<file path="config.mk">
export PLATFORM = sky130hd
export DESIGN_NAME = srmc_host
export DESIGN_NICKNAME = d
export VERILOG_FILES = /design/src/srmc_pkg.sv /design/src/srmc_host.sv
export SDC_FILE = /design/constraint.sdc
export NUM_CORES = 1
export LEC_CHECK = 0
export ABC_CLOCK_PERIOD_IN_PS = 1500
export BUFFER_PORTS_ARGS = -buffer_cell sky130_fd_sc_hd__buf_2
export CAP_MARGIN = 20
export CORE_ASPECT_RATIO = 1.4
export CORE_UTILIZATION = 43
export DETAILED_ROUTE_END_ITERATION = 7
export GPL_TIMING_DRIVEN = 0
export PLACE_DENSITY_LB_ADDON = 0.3
export SLEW_MARGIN = 0
export SYNTH_ARGS = -nofsm -noshare
export SYNTH_HDL_FRONTEND = slang
export SYNTH_SLANG_ARGS = --single-unit
</file>
<file path="constraint.sdc">
create_clock -name clk_sys -period 1.5 [get_ports clk_sys]
set_input_delay 0.225 -clock clk_sys [delete_from_list [all_inputs] [get_ports clk_sys]]
set_output_delay 0.225 -clock clk_sys [all_outputs]
set_load 0.02 [all_outputs]
</file>
<file path="src/srmc_pkg.sv">
package srmc_pkg;

  localparam int ADDR_W = 19;
  localparam int DATA_W = 16;
  localparam int BYTE_W = 8;
  localparam int CLK_PERIOD_NS = 10;

  // speed grade chosen at build time: 0 = fastest, 1 = middle, 2 = slowest
  localparam int GRADE = 1;

  // minimum times in ns, one entry per grade (fast, middle, slow)
  localparam real T_ADDRESS_ACCESS_DELAY[3]       = '{8.0, 10.0, 20.0};
  localparam real T_OE_ACCESS[3]                  = '{5.5, 6.0, 8.0};
  localparam real T_OE_HIGHZ[3]                   = '{4.0, 5.0, 8.0};
  localparam real T_WRITE_CYCLE[3]                = '{8.0, 10.0, 20.0};
  localparam real T_WRITE_PULSE[3]                = '{6.5, 8.0, 12.0};
  localparam real T_WRITE_PULSE_OUTPUTS_ON[3]     = '{8.0, 10.0, 17.0};
  localparam real T_WRITE_DATA_SETUP[3]           = '{5.0, 6.0, 9.0};
  localparam real T_WRITE_START_OUTPUT_OFF[3]     = '{3.5, 4.0, 9.0};
  localparam real T_WRITE_END_OUTPUT_ON_DELAY[3]  = '{2.0, 2.0, 3.0};

  function automatic int cyc_up(real ns);
    int c;
    c = int'($ceil(ns / CLK_PERIOD_NS));
    return (c < 1) ? 1 : c;
  endfunction

  // read: access wait covers address, chip select, output enable and byte lane paths
  localparam int RD_ACCESS_CYC = cyc_up(T_ADDRESS_ACCESS_DELAY[GRADE]);
  localparam int RD_RELEASE_CYC = cyc_up(T_OE_HIGHZ[GRADE]);
  // write strobe low time; output enable held high so the plain pulse applies
  localparam int WR_PULSE_CYC = cyc_up(T_WRITE_PULSE[GRADE] > T_WRITE_DATA_SETUP[GRADE]
                                       ? T_WRITE_PULSE[GRADE] : T_WRITE_DATA_SETUP[GRADE]);
  localparam int WR_DRIVE_DLY_CYC = cyc_up(T_WRITE_START_OUTPUT_OFF[GRADE]);
  localparam int WR_CYCLE_CYC = cyc_up(T_WRITE_CYCLE[GRADE]);
  localparam int WR_RECOVER_CYC = cyc_up(T_WRITE_END_OUTPUT_ON_DELAY[GRADE]);
  localparam int CNT_W = 4;

  typedef struct packed {
    logic              valid;
    logic              write;
    logic [ADDR_W-1:0] addr;
    logic [DATA_W-1:0] wdata;
    logic              upper_en;
    logic              lower_en;
  } srmc_req_t;

  typedef struct packed {
    logic              valid;
    logic [DATA_W-1:0] rdata;
    logic              single_error_corrected_flag;
    logic              double_error_detected_flag;
  } srmc_rsp_t;

  typedef struct packed {
    logic              chip_select_n;
    logic              output_enable_n;
    logic              write_enable_n;
    logic              upper_byte_enable_n;
    logic              lower_byte_enable_n;
    logic [ADDR_W-1:0] addr;
  } srmc_pins_t;

endpackage

</file>
<file path="src/srmc_host.sv">
// Summary of operation
// write happens only while chip select, a byte enable and write enable all low.
// write ends when any strobe rises; we end it by raising write enable.
// write data is stable setup time before write enable rises, held after.
// with output enable low the write pulse must exceed turn-off plus setup.
// after write starts with output enable low, do not drive data meanwhile.
// device may still drive old read data if output enable low at write.
// error flags are sampled as read data, together with the data word.
// new read data valid within access time of address change.
// address is valid before or with chip select falling in a read.
// output enable access and release times are waited out.
// byte lane access and release times are waited out.
// write cycle, address, select and byte enable lead write end enough.
// address set up before write start and held after write end.
// device does not drive outputs right after write enable rises.
// output enable stays high through every write cycle.
// upper byte enable gates bits 15:8, lower gates bits 7:0.
module srmc_host
  import srmc_pkg::*;
(
  input  wire logic              clk_sys,
  input  wire logic              nrst,
  input  wire srmc_req_t         req,
  output logic                   req_ready,
  output srmc_rsp_t              rsp,
  output srmc_pins_t             pins,
  output logic [DATA_W-1:0]      data_out,
  output logic [DATA_W-1:0]      data_oe,
  input  wire logic [DATA_W-1:0] data_in,
  input  wire logic              single_error_corrected_flag,
  input  wire logic              double_error_detected_flag
);

  typedef enum logic [2:0] {ST_IDLE, ST_RD, ST_RD_REL, ST_WR_SETUP, ST_WR_PULSE,
                            ST_WR_END, ST_WR_REC} srmc_state_t;

  srmc_state_t          state_r, state_nxt;
  logic [CNT_W-1:0]     cnt_r, cnt_nxt;
  logic                 ready_r, ready_nxt;
  srmc_rsp_t            rsp_r, rsp_nxt;
  srmc_pins_t           pins_r, pins_nxt;
  logic [DATA_W-1:0]    dout_r, dout_nxt;
  logic [DATA_W-1:0]    doe_r, doe_nxt;

  localparam srmc_pins_t PINS_IDLE = '{chip_select_n: 1'b1, output_enable_n: 1'b1,
                                       write_enable_n: 1'b1, upper_byte_enable_n: 1'b1,
                                       lower_byte_enable_n: 1'b1, addr: '0};

  function automatic logic [DATA_W-1:0] lane_mask(input logic up, input logic lo);
    lane_mask = {{BYTE_W{up}}, {BYTE_W{lo}}};
  endfunction

  always_comb
  begin
    state_nxt = state_r;
    cnt_nxt   = cnt_r;
    ready_nxt = ready_r;
    rsp_nxt   = rsp_r;
    pins_nxt  = pins_r;
    dout_nxt  = dout_r;
    doe_nxt   = doe_r;
    rsp_nxt.valid = 1'b0;
    if (cnt_r != '0)
    begin
      cnt_nxt = cnt_r - 1'b1;
    end
    case (state_r)
      ST_IDLE:
      begin
        if (req.valid && ready_r)
        begin
          ready_nxt = 1'b0;
          // address and select move together: address valid no later than select
          pins_nxt.addr                = req.addr;
          pins_nxt.chip_select_n       = 1'b0;
          pins_nxt.upper_byte_enable_n = ~req.upper_en;
          pins_nxt.lower_byte_enable_n = ~req.lower_en;
          if (req.write)
          begin
            pins_nxt.output_enable_n = 1'b1;
            dout_nxt  = req.wdata;
            cnt_nxt   = CNT_W'(WR_DRIVE_DLY_CYC);
            state_nxt = ST_WR_SETUP;
          end
          else
          begin
            pins_nxt.output_enable_n = 1'b0;
            cnt_nxt   = CNT_W'(RD_ACCESS_CYC);
            state_nxt = ST_RD;
          end
        end
      end
      ST_RD:
      begin
        if (cnt_r == '0)
        begin
          rsp_nxt.valid = 1'b1;
          rsp_nxt.rdata = data_in & lane_mask(~pins_r.upper_byte_enable_n,
                                              ~pins_r.lower_byte_enable_n);
          rsp_nxt.single_error_corrected_flag = single_error_corrected_flag;
          rsp_nxt.double_error_detected_flag  = double_error_detected_flag;
          pins_nxt  = PINS_IDLE;
          pins_nxt.addr = pins_r.addr;
          cnt_nxt   = CNT_W'(RD_RELEASE_CYC);
          state_nxt = ST_RD_REL;
        end
      end
      ST_RD_REL:
      begin
        // the bus must float before a following write may drive it
        if (cnt_r == '0)
        begin
          ready_nxt = 1'b1;
          state_nxt = ST_IDLE;
        end
      end
      ST_WR_SETUP:
      begin
        // strobes settle and any leftover read drive dies before data goes out
        if (cnt_r == '0)
        begin
          pins_nxt.write_enable_n = 1'b0;
          cnt_nxt   = CNT_W'(WR_PULSE_CYC);
          state_nxt = ST_WR_PULSE;
        end
      end
      ST_WR_PULSE:
      begin
        doe_nxt = lane_mask(~pins_r.upper_byte_enable_n,
                            ~pins_r.lower_byte_enable_n);
        if (cnt_r == '0 && doe_r != '0)
        begin
          // data stood at least one full pulse count before this edge
          pins_nxt.write_enable_n = 1'b1;
          cnt_nxt   = CNT_W'(WR_CYCLE_CYC);
          state_nxt = ST_WR_END;
        end
      end
      ST_WR_END:
      begin
        // data, address and selects held one more cycle after write end
        pins_nxt  = PINS_IDLE;
        pins_nxt.addr = pins_r.addr;
        doe_nxt   = '0;
        cnt_nxt   = CNT_W'(WR_RECOVER_CYC);
        state_nxt = ST_WR_REC;
      end
      ST_WR_REC:
      begin
        if (cnt_r == '0)
        begin
          ready_nxt = 1'b1;
          state_nxt = ST_IDLE;
        end
      end
      default:
      begin
        state_nxt = ST_IDLE;
        pins_nxt  = PINS_IDLE;
        doe_nxt   = '0;
        ready_nxt = 1'b1;
      end
    endcase
  end

  always_ff @(posedge clk_sys or negedge nrst)
  begin
    if (!nrst)
    begin
      state_r <= ST_IDLE;
      cnt_r   <= '0;
      ready_r <= 1'b1;
      rsp_r   <= '0;
      pins_r  <= PINS_IDLE;
      dout_r  <= '0;
      doe_r   <= '0;
    end
    else
    begin
      state_r <= state_nxt;
      cnt_r   <= cnt_nxt;
      ready_r <= ready_nxt;
      rsp_r   <= rsp_nxt;
      pins_r  <= pins_nxt;
      dout_r  <= dout_nxt;
      doe_r   <= doe_nxt;
    end
  end

  assign req_ready = ready_r;
  assign rsp       = rsp_r;
  assign pins      = pins_r;
  assign data_out  = dout_r;
  assign data_oe   = doe_r;

endmodule

</file>
# [Word level (Yosys, flattened, before mapping)]
# Cells that the tools add are included.
[totals] register_bits=83 input_bits=59
[op_classes] addsub=1 n_eq_ne=11 muxes=27 bitwise=10 n_reduce_logical=19
[ops] cell="one-hot mux 21 bit (4 select lines)" count=1
[ops] cell="2-to-1 mux 19 bit" count=2
[ops] cell="one-hot mux 16 bit (2 select lines)" count=1
[ops] cell="2-to-1 mux 24 bit" count=1
[ops] cell="2-to-1 mux 21 bit" count=1
[ops] cell="one-hot mux 3 bit (6 select lines)" count=1
[ops] cell="bitwise AND 16 bit" count=1
[ops] cell="2-to-1 mux 4 bit" count=4
[ops] cell="one-hot mux 4 bit (4 select lines)" count=1
[ops] cell="nonzero test 16 bit" count=1
[ops] cell="2-to-1 mux 3 bit" count=5
[ops] cell="== test 3 bit (second input constant)" count=3
[ops] cell="inverter 1 bit" count=9
[ops] cell="AND reduction 3 bit" count=3
[ops] cell="!= test 2 bit (second input constant)" count=4
[ops] cell="AND reduction 4 bit" count=2
[ops] cell="OR reduction 4 bit" count=2
[ops] cell="== test 3 x 2 -> 1 bit (second input constant)" count=2
[ops] cell="one-hot mux 2 bit (3 select lines)" count=1
[ops] cell="2-to-1 mux 1 bit" count=5
[ops] cell="AND reduction 5 bit" count=1
[ops] cell="OR reduction 5 bit" count=1
[ops] cell="logical NOT 4 bit" count=1
[ops] cell="2-to-1 mux 2 bit" count=2
[ops] cell="11 further kinds" count=13

# [Depth between registers and ports, before layout]
[logic_depth] ltp_word=4 mapped_depth=7 depth_no_buf=7

# [Worst setup path before layout]
# OpenSTA, ideal clock, no wires.
[synth_path] path_kind="register to register" startpoint="register ready_r (netlist: req_ready)" endpoint="register dout_r[10] (netlist: data_out[10])" setup_time_ns=0.125 arrival_time_ns=1.613 t_required_ns=1.375 setup_slack_ns=-0.239 stages_incl_launch_ff=6 n_path_buf=1 period_less_slack_ns=1.739 path_cell_list="dfstp_2 > nand2_1 > nor3_4 > nand2_4 > buf_6 > mux2_4"
[synth_between] elab_chain_cells=2
[synth_lines] element="start: declaration" line_no="srmc_host.sv:39" text="logic ready_r, ready_nxt;"
[synth_lines] element="start signal: assignment" line_no="srmc_host.sv:182" text="ready_r <= ready_nxt;"
[synth_lines] element="logical AND 1 bit" line_no="srmc_host.sv:70" text="if (req.valid && ready_r)"
[synth_lines] element="AND reduction 3 bit (no source line)"
[synth_lines] element="end signal: assignment" line_no="srmc_host.sv:185" text="dout_r <= dout_nxt;"
[synth_lines] element="end: declaration" line_no="srmc_host.sv:42" text="logic [DATA_W-1:0] dout_r, dout_nxt;"
# Every way passes these cells.
# A chain may end at the register's enable or synchronous reset.

# [Worst setup path in the final report]
[layout_path] startpoint="register cnt_r[1]" endpoint="register cnt_r[1]"
[layout_between] elab_chain_cells=4
[layout_lines] element="start: declaration" line_no="srmc_host.sv:38" text="logic [CNT_W-1:0] cnt_r, cnt_nxt;"
[layout_lines] element="start signal: assignment" line_no="srmc_host.sv:181" text="cnt_r <= cnt_nxt;"
[layout_lines] element="subtractor 4 x 1 -> 4 bit, or another cell as far along" line_no="srmc_host.sv:65" text="cnt_nxt = cnt_r - 1'b1;"
[layout_lines] element="2-to-1 mux 4 bit / logical AND 1 bit (equally long branches)" line_no="srmc_host.sv:63, srmc_host.sv:131"
[layout_lines] element="2-to-1 mux 4 bit, on equally long branches"
[layout_lines] element="one-hot mux 4 bit (4 select lines) (*)" line_no="srmc_host.sv:67" text="case (state_r)"
[layout_lines] element="via cnt_nxt[1]" line_no="srmc_host.sv:38"
# Mark *: on every way through the listed nets, which the timed path passes. The rest lies on a longest branch.

==> impl_results.md <==
* CP max FO at 4
* CTS Buffer Depth at 2
* Max Slew Vio Count at 0
* Slowest stage delay, CP at 390 ps
* Layout net count at 529
* Worst reg2reg startpoint: cnt_r[1]
* Max-cap violations at 0
* Die footprint at 0.00775 mm²
* Failing checks: negative hold slack, negative setup slack
* Setup violators final at 45
* Synth unique cells at 45
* Worst setup margin at -166 ps
* Power per cell area at 735 mW/mm²
* CP Capture Type: flip-flop
* Worst Hold Slack at -17.3 ps
* Clock transition at path regs at 70 ps
* Gr ovfl total at 0
* Aggregate routed wire length at 8.57 mm
* Critical Path RT at 1710 ps
* Final GP Congestion at 0.797
* Synthesized area at 0.00318 mm²
* Critical path type: flip-flop to flip-flop
* H-Tree Depth at 3
* Crit-path leading delay family: compound AO/OA/AOI/OAI gates
* WP data arrival at 1880 ps
* CTS tree: built
* CP bufs+invs at 2
* Syn Area/Cell at 10.6 µm²
* R2R setup slack at -170 ps
* Share of cells above drive strength 1 at 63.4%
* Synthesis-to-finish area growth at 53.2%
* RSZ-0062 raised after global routing: true
* Worst-path cell chain: inv_1, ha_2, nor3b_4, buf_6, o21ai_4, a21o_1, o221a_1
* First-pass GRT wire length at 12.5 mm
* Core area at 0.00707 mm²
* Routing usage on met2 at 35.4%
* Vias at 2861
* F_max at 0.600 GHz
* Final Skew at 5.86 ps
* EDFF count, synth at 0
* Synth Warn # at 0
* Clk sinks at 69
* Hold Path Class: primary input to async pin
* Ys async rst share at 100%
* Clk_lat worst skew at 330 ps
* Most common cell after layout, fill and taps aside: buf_2
* Synthesized instance count at 299
* Drt initial violations at 107
* Vias in the first global route at 2749
* Status: finished, violations left
* Die width at 74.7 µm
* Worst r2r path cells at 7
* Post-synth net total at 360
* M1 GR Usage at 24.4%
* Period minus WS final at 1670 ps
* Seq cells post-synth at 69
* M3 GR Usage at 3.89%
* Post-DRT Antenna Nets at 0
* Io pins at 135
* Root Driver: clkbuf_8
* Leak at 2.44 nW
* Fill cell count at 548
* Initial antenna violation count at 0
* Relative slew slack at 42.3%
* Worst Tran Pin Value at 865 ps
* # DRC at 0
* Slowest CP cell: dfrtp_1
* CTS Buf Count at 9
* Top_reg_cell synth: dfrtp_1
* Final hold violation count at 10
* Final HPWL DP at 5.22 mm
* Routed WL per cell at 15.1 µm
* Gr busiest metal: met2
* CP startpoint kind: flip-flop
* Peak VDD IR at 0.631 mV
* Row count at 36
* R2r endpoint: cnt_r[1]
* Placed cell area at 0.00398 mm²
* Seq/Total Area, Yosys at 54.5%
* GRT Util Overall at 20.7%
* Finished Cell Area at 0.00487 mm²
* Post-layout util at 68.9%
* Pin count of the biggest net entering global routing at 70
* Die H at 104 µm
* Final Cycle Share at 111%
* Antenna cells at 0
* Via-to-Cell Ratio at 5.04
* Count of input and output buffers at 134
* TritonRoute pass-1 iters at 4
* Most frequent cells in the layout: buf_2, dfrtp_1, buf_4
* Effective utilization at floorplan at 45.0%
-- cell usage after synthesis (7+ instances only) --
| master | instances | share of area [%] |
|---|---|---|
| nor2_1 | 8 | 0.94 |
| nand2_1 | 22 | 2.6 |
| mux2_2 | 8 | 2.8 |
| nand3_1 | 23 | 3.6 |
| o21ai_0 | 32 | 5.0 |
| mux2_4 | 10 | 4.7 |
| o21ai_1 | 9 | 1.4 |
| buf_4 | 18 | 4.3 |
| dfrtp_1 | 63 | 50 |
| inv_1 | 25 | 3.0 |
| a21oi_1 | 7 | 1.1 |
| nand2b_1 | 18 | 3.5 |
-- what timing repair did --
action,CTS,global route
endpoints found under the setup margin,60,78
resized for setup,51,95
pin swaps,13,37
setup buffers,12,6
gates cloned,3,3
hold buffers,2,0
hold endpoints to repair,2,0
-- registers in the layout, summed over array words and instances (netlist names) --
signal	flops
state_r	3
req_ready	1
data_out	16
rsp	19
pins	24
cnt_r	4
data_oe	2
-- power by group --
part | switching (mW) | internal, mW
clock network | 0.698 | 0.858
registers | 0.00300 | 1.87
logic | 0.0827 | 0.0740
total | 0.784 | 2.80
-- routing by layer --
| layer | part of all wire, % | vias to the layer above |
|---|---|---|
| li1 | - | 1338 |
| met1 | 38 | 1376 |
| met2 | 54 | 121 |
| met3 | 5.6 | 26 |
| met4 | 2.3 | 0 |
| met5 | 0 | - |
-- how the worst max path moves through the flow --
stage	endpoint	start	cells past startpoint	slack [ps]
finish	cnt_r[1]	cnt_r[1]	7	-170
global route	cnt_r[0]	cnt_r[0]	7	-260
CTS	data_out[7]	state_r[2]	6	-180
detailed placement	rsp[8]	cnt_r[1]	7	-490
global placement	rsp[11]	cnt_r[1]	7	-430
floorplan	cnt_r[1]	cnt_r[1]	7	-150
-- metrics by stage --
step	TNS (ps)	total power [mW]	setup slack [ps]	std cells
finish	-4080	3.58	-166	568
global route	-8020	3.71	-260	568
CTS	-5320	3.60	-183	560
detailed placement	-16010	2.04	-491	528
global placement	-21070	2.04	-434	528
floorplan	-3060	1.92	-152	299
-- kinds of logic (layout without fill, tap and decap cells) --
logic type / count (synthesis) / after routing / share of synthesized area [%]
DFF: 69 / 69 / 54.5
muxes: 18 / 18 / 7.56
adders and majority gates: 2 / 2 / 0.787
and+or+nand+nor: 84 / 85 / 14.4
buffers and inverters: 58 / 231 / 9.64
AOI/OAI and AO/OA: 68 / 68 / 13.1
-- layout make-up --
class / count / area, µm² / share of cell area [%]
flip-flops and latches: 69 / 1740 / 35.7
multi-input cells: 173 / 1460 / 30.0
repair buffers: 159 / 970 / 19.9
clock buffers: 11 / 151 / 3.11
well taps: 95 / 119 / 2.44
plain buffers: 30 / 268 / 5.50
clock inverters: 5 / 58.8 / 1.21
inverters: 26 / 103 / 2.11
Note: power is estimated with default switching activity, not from simulation.
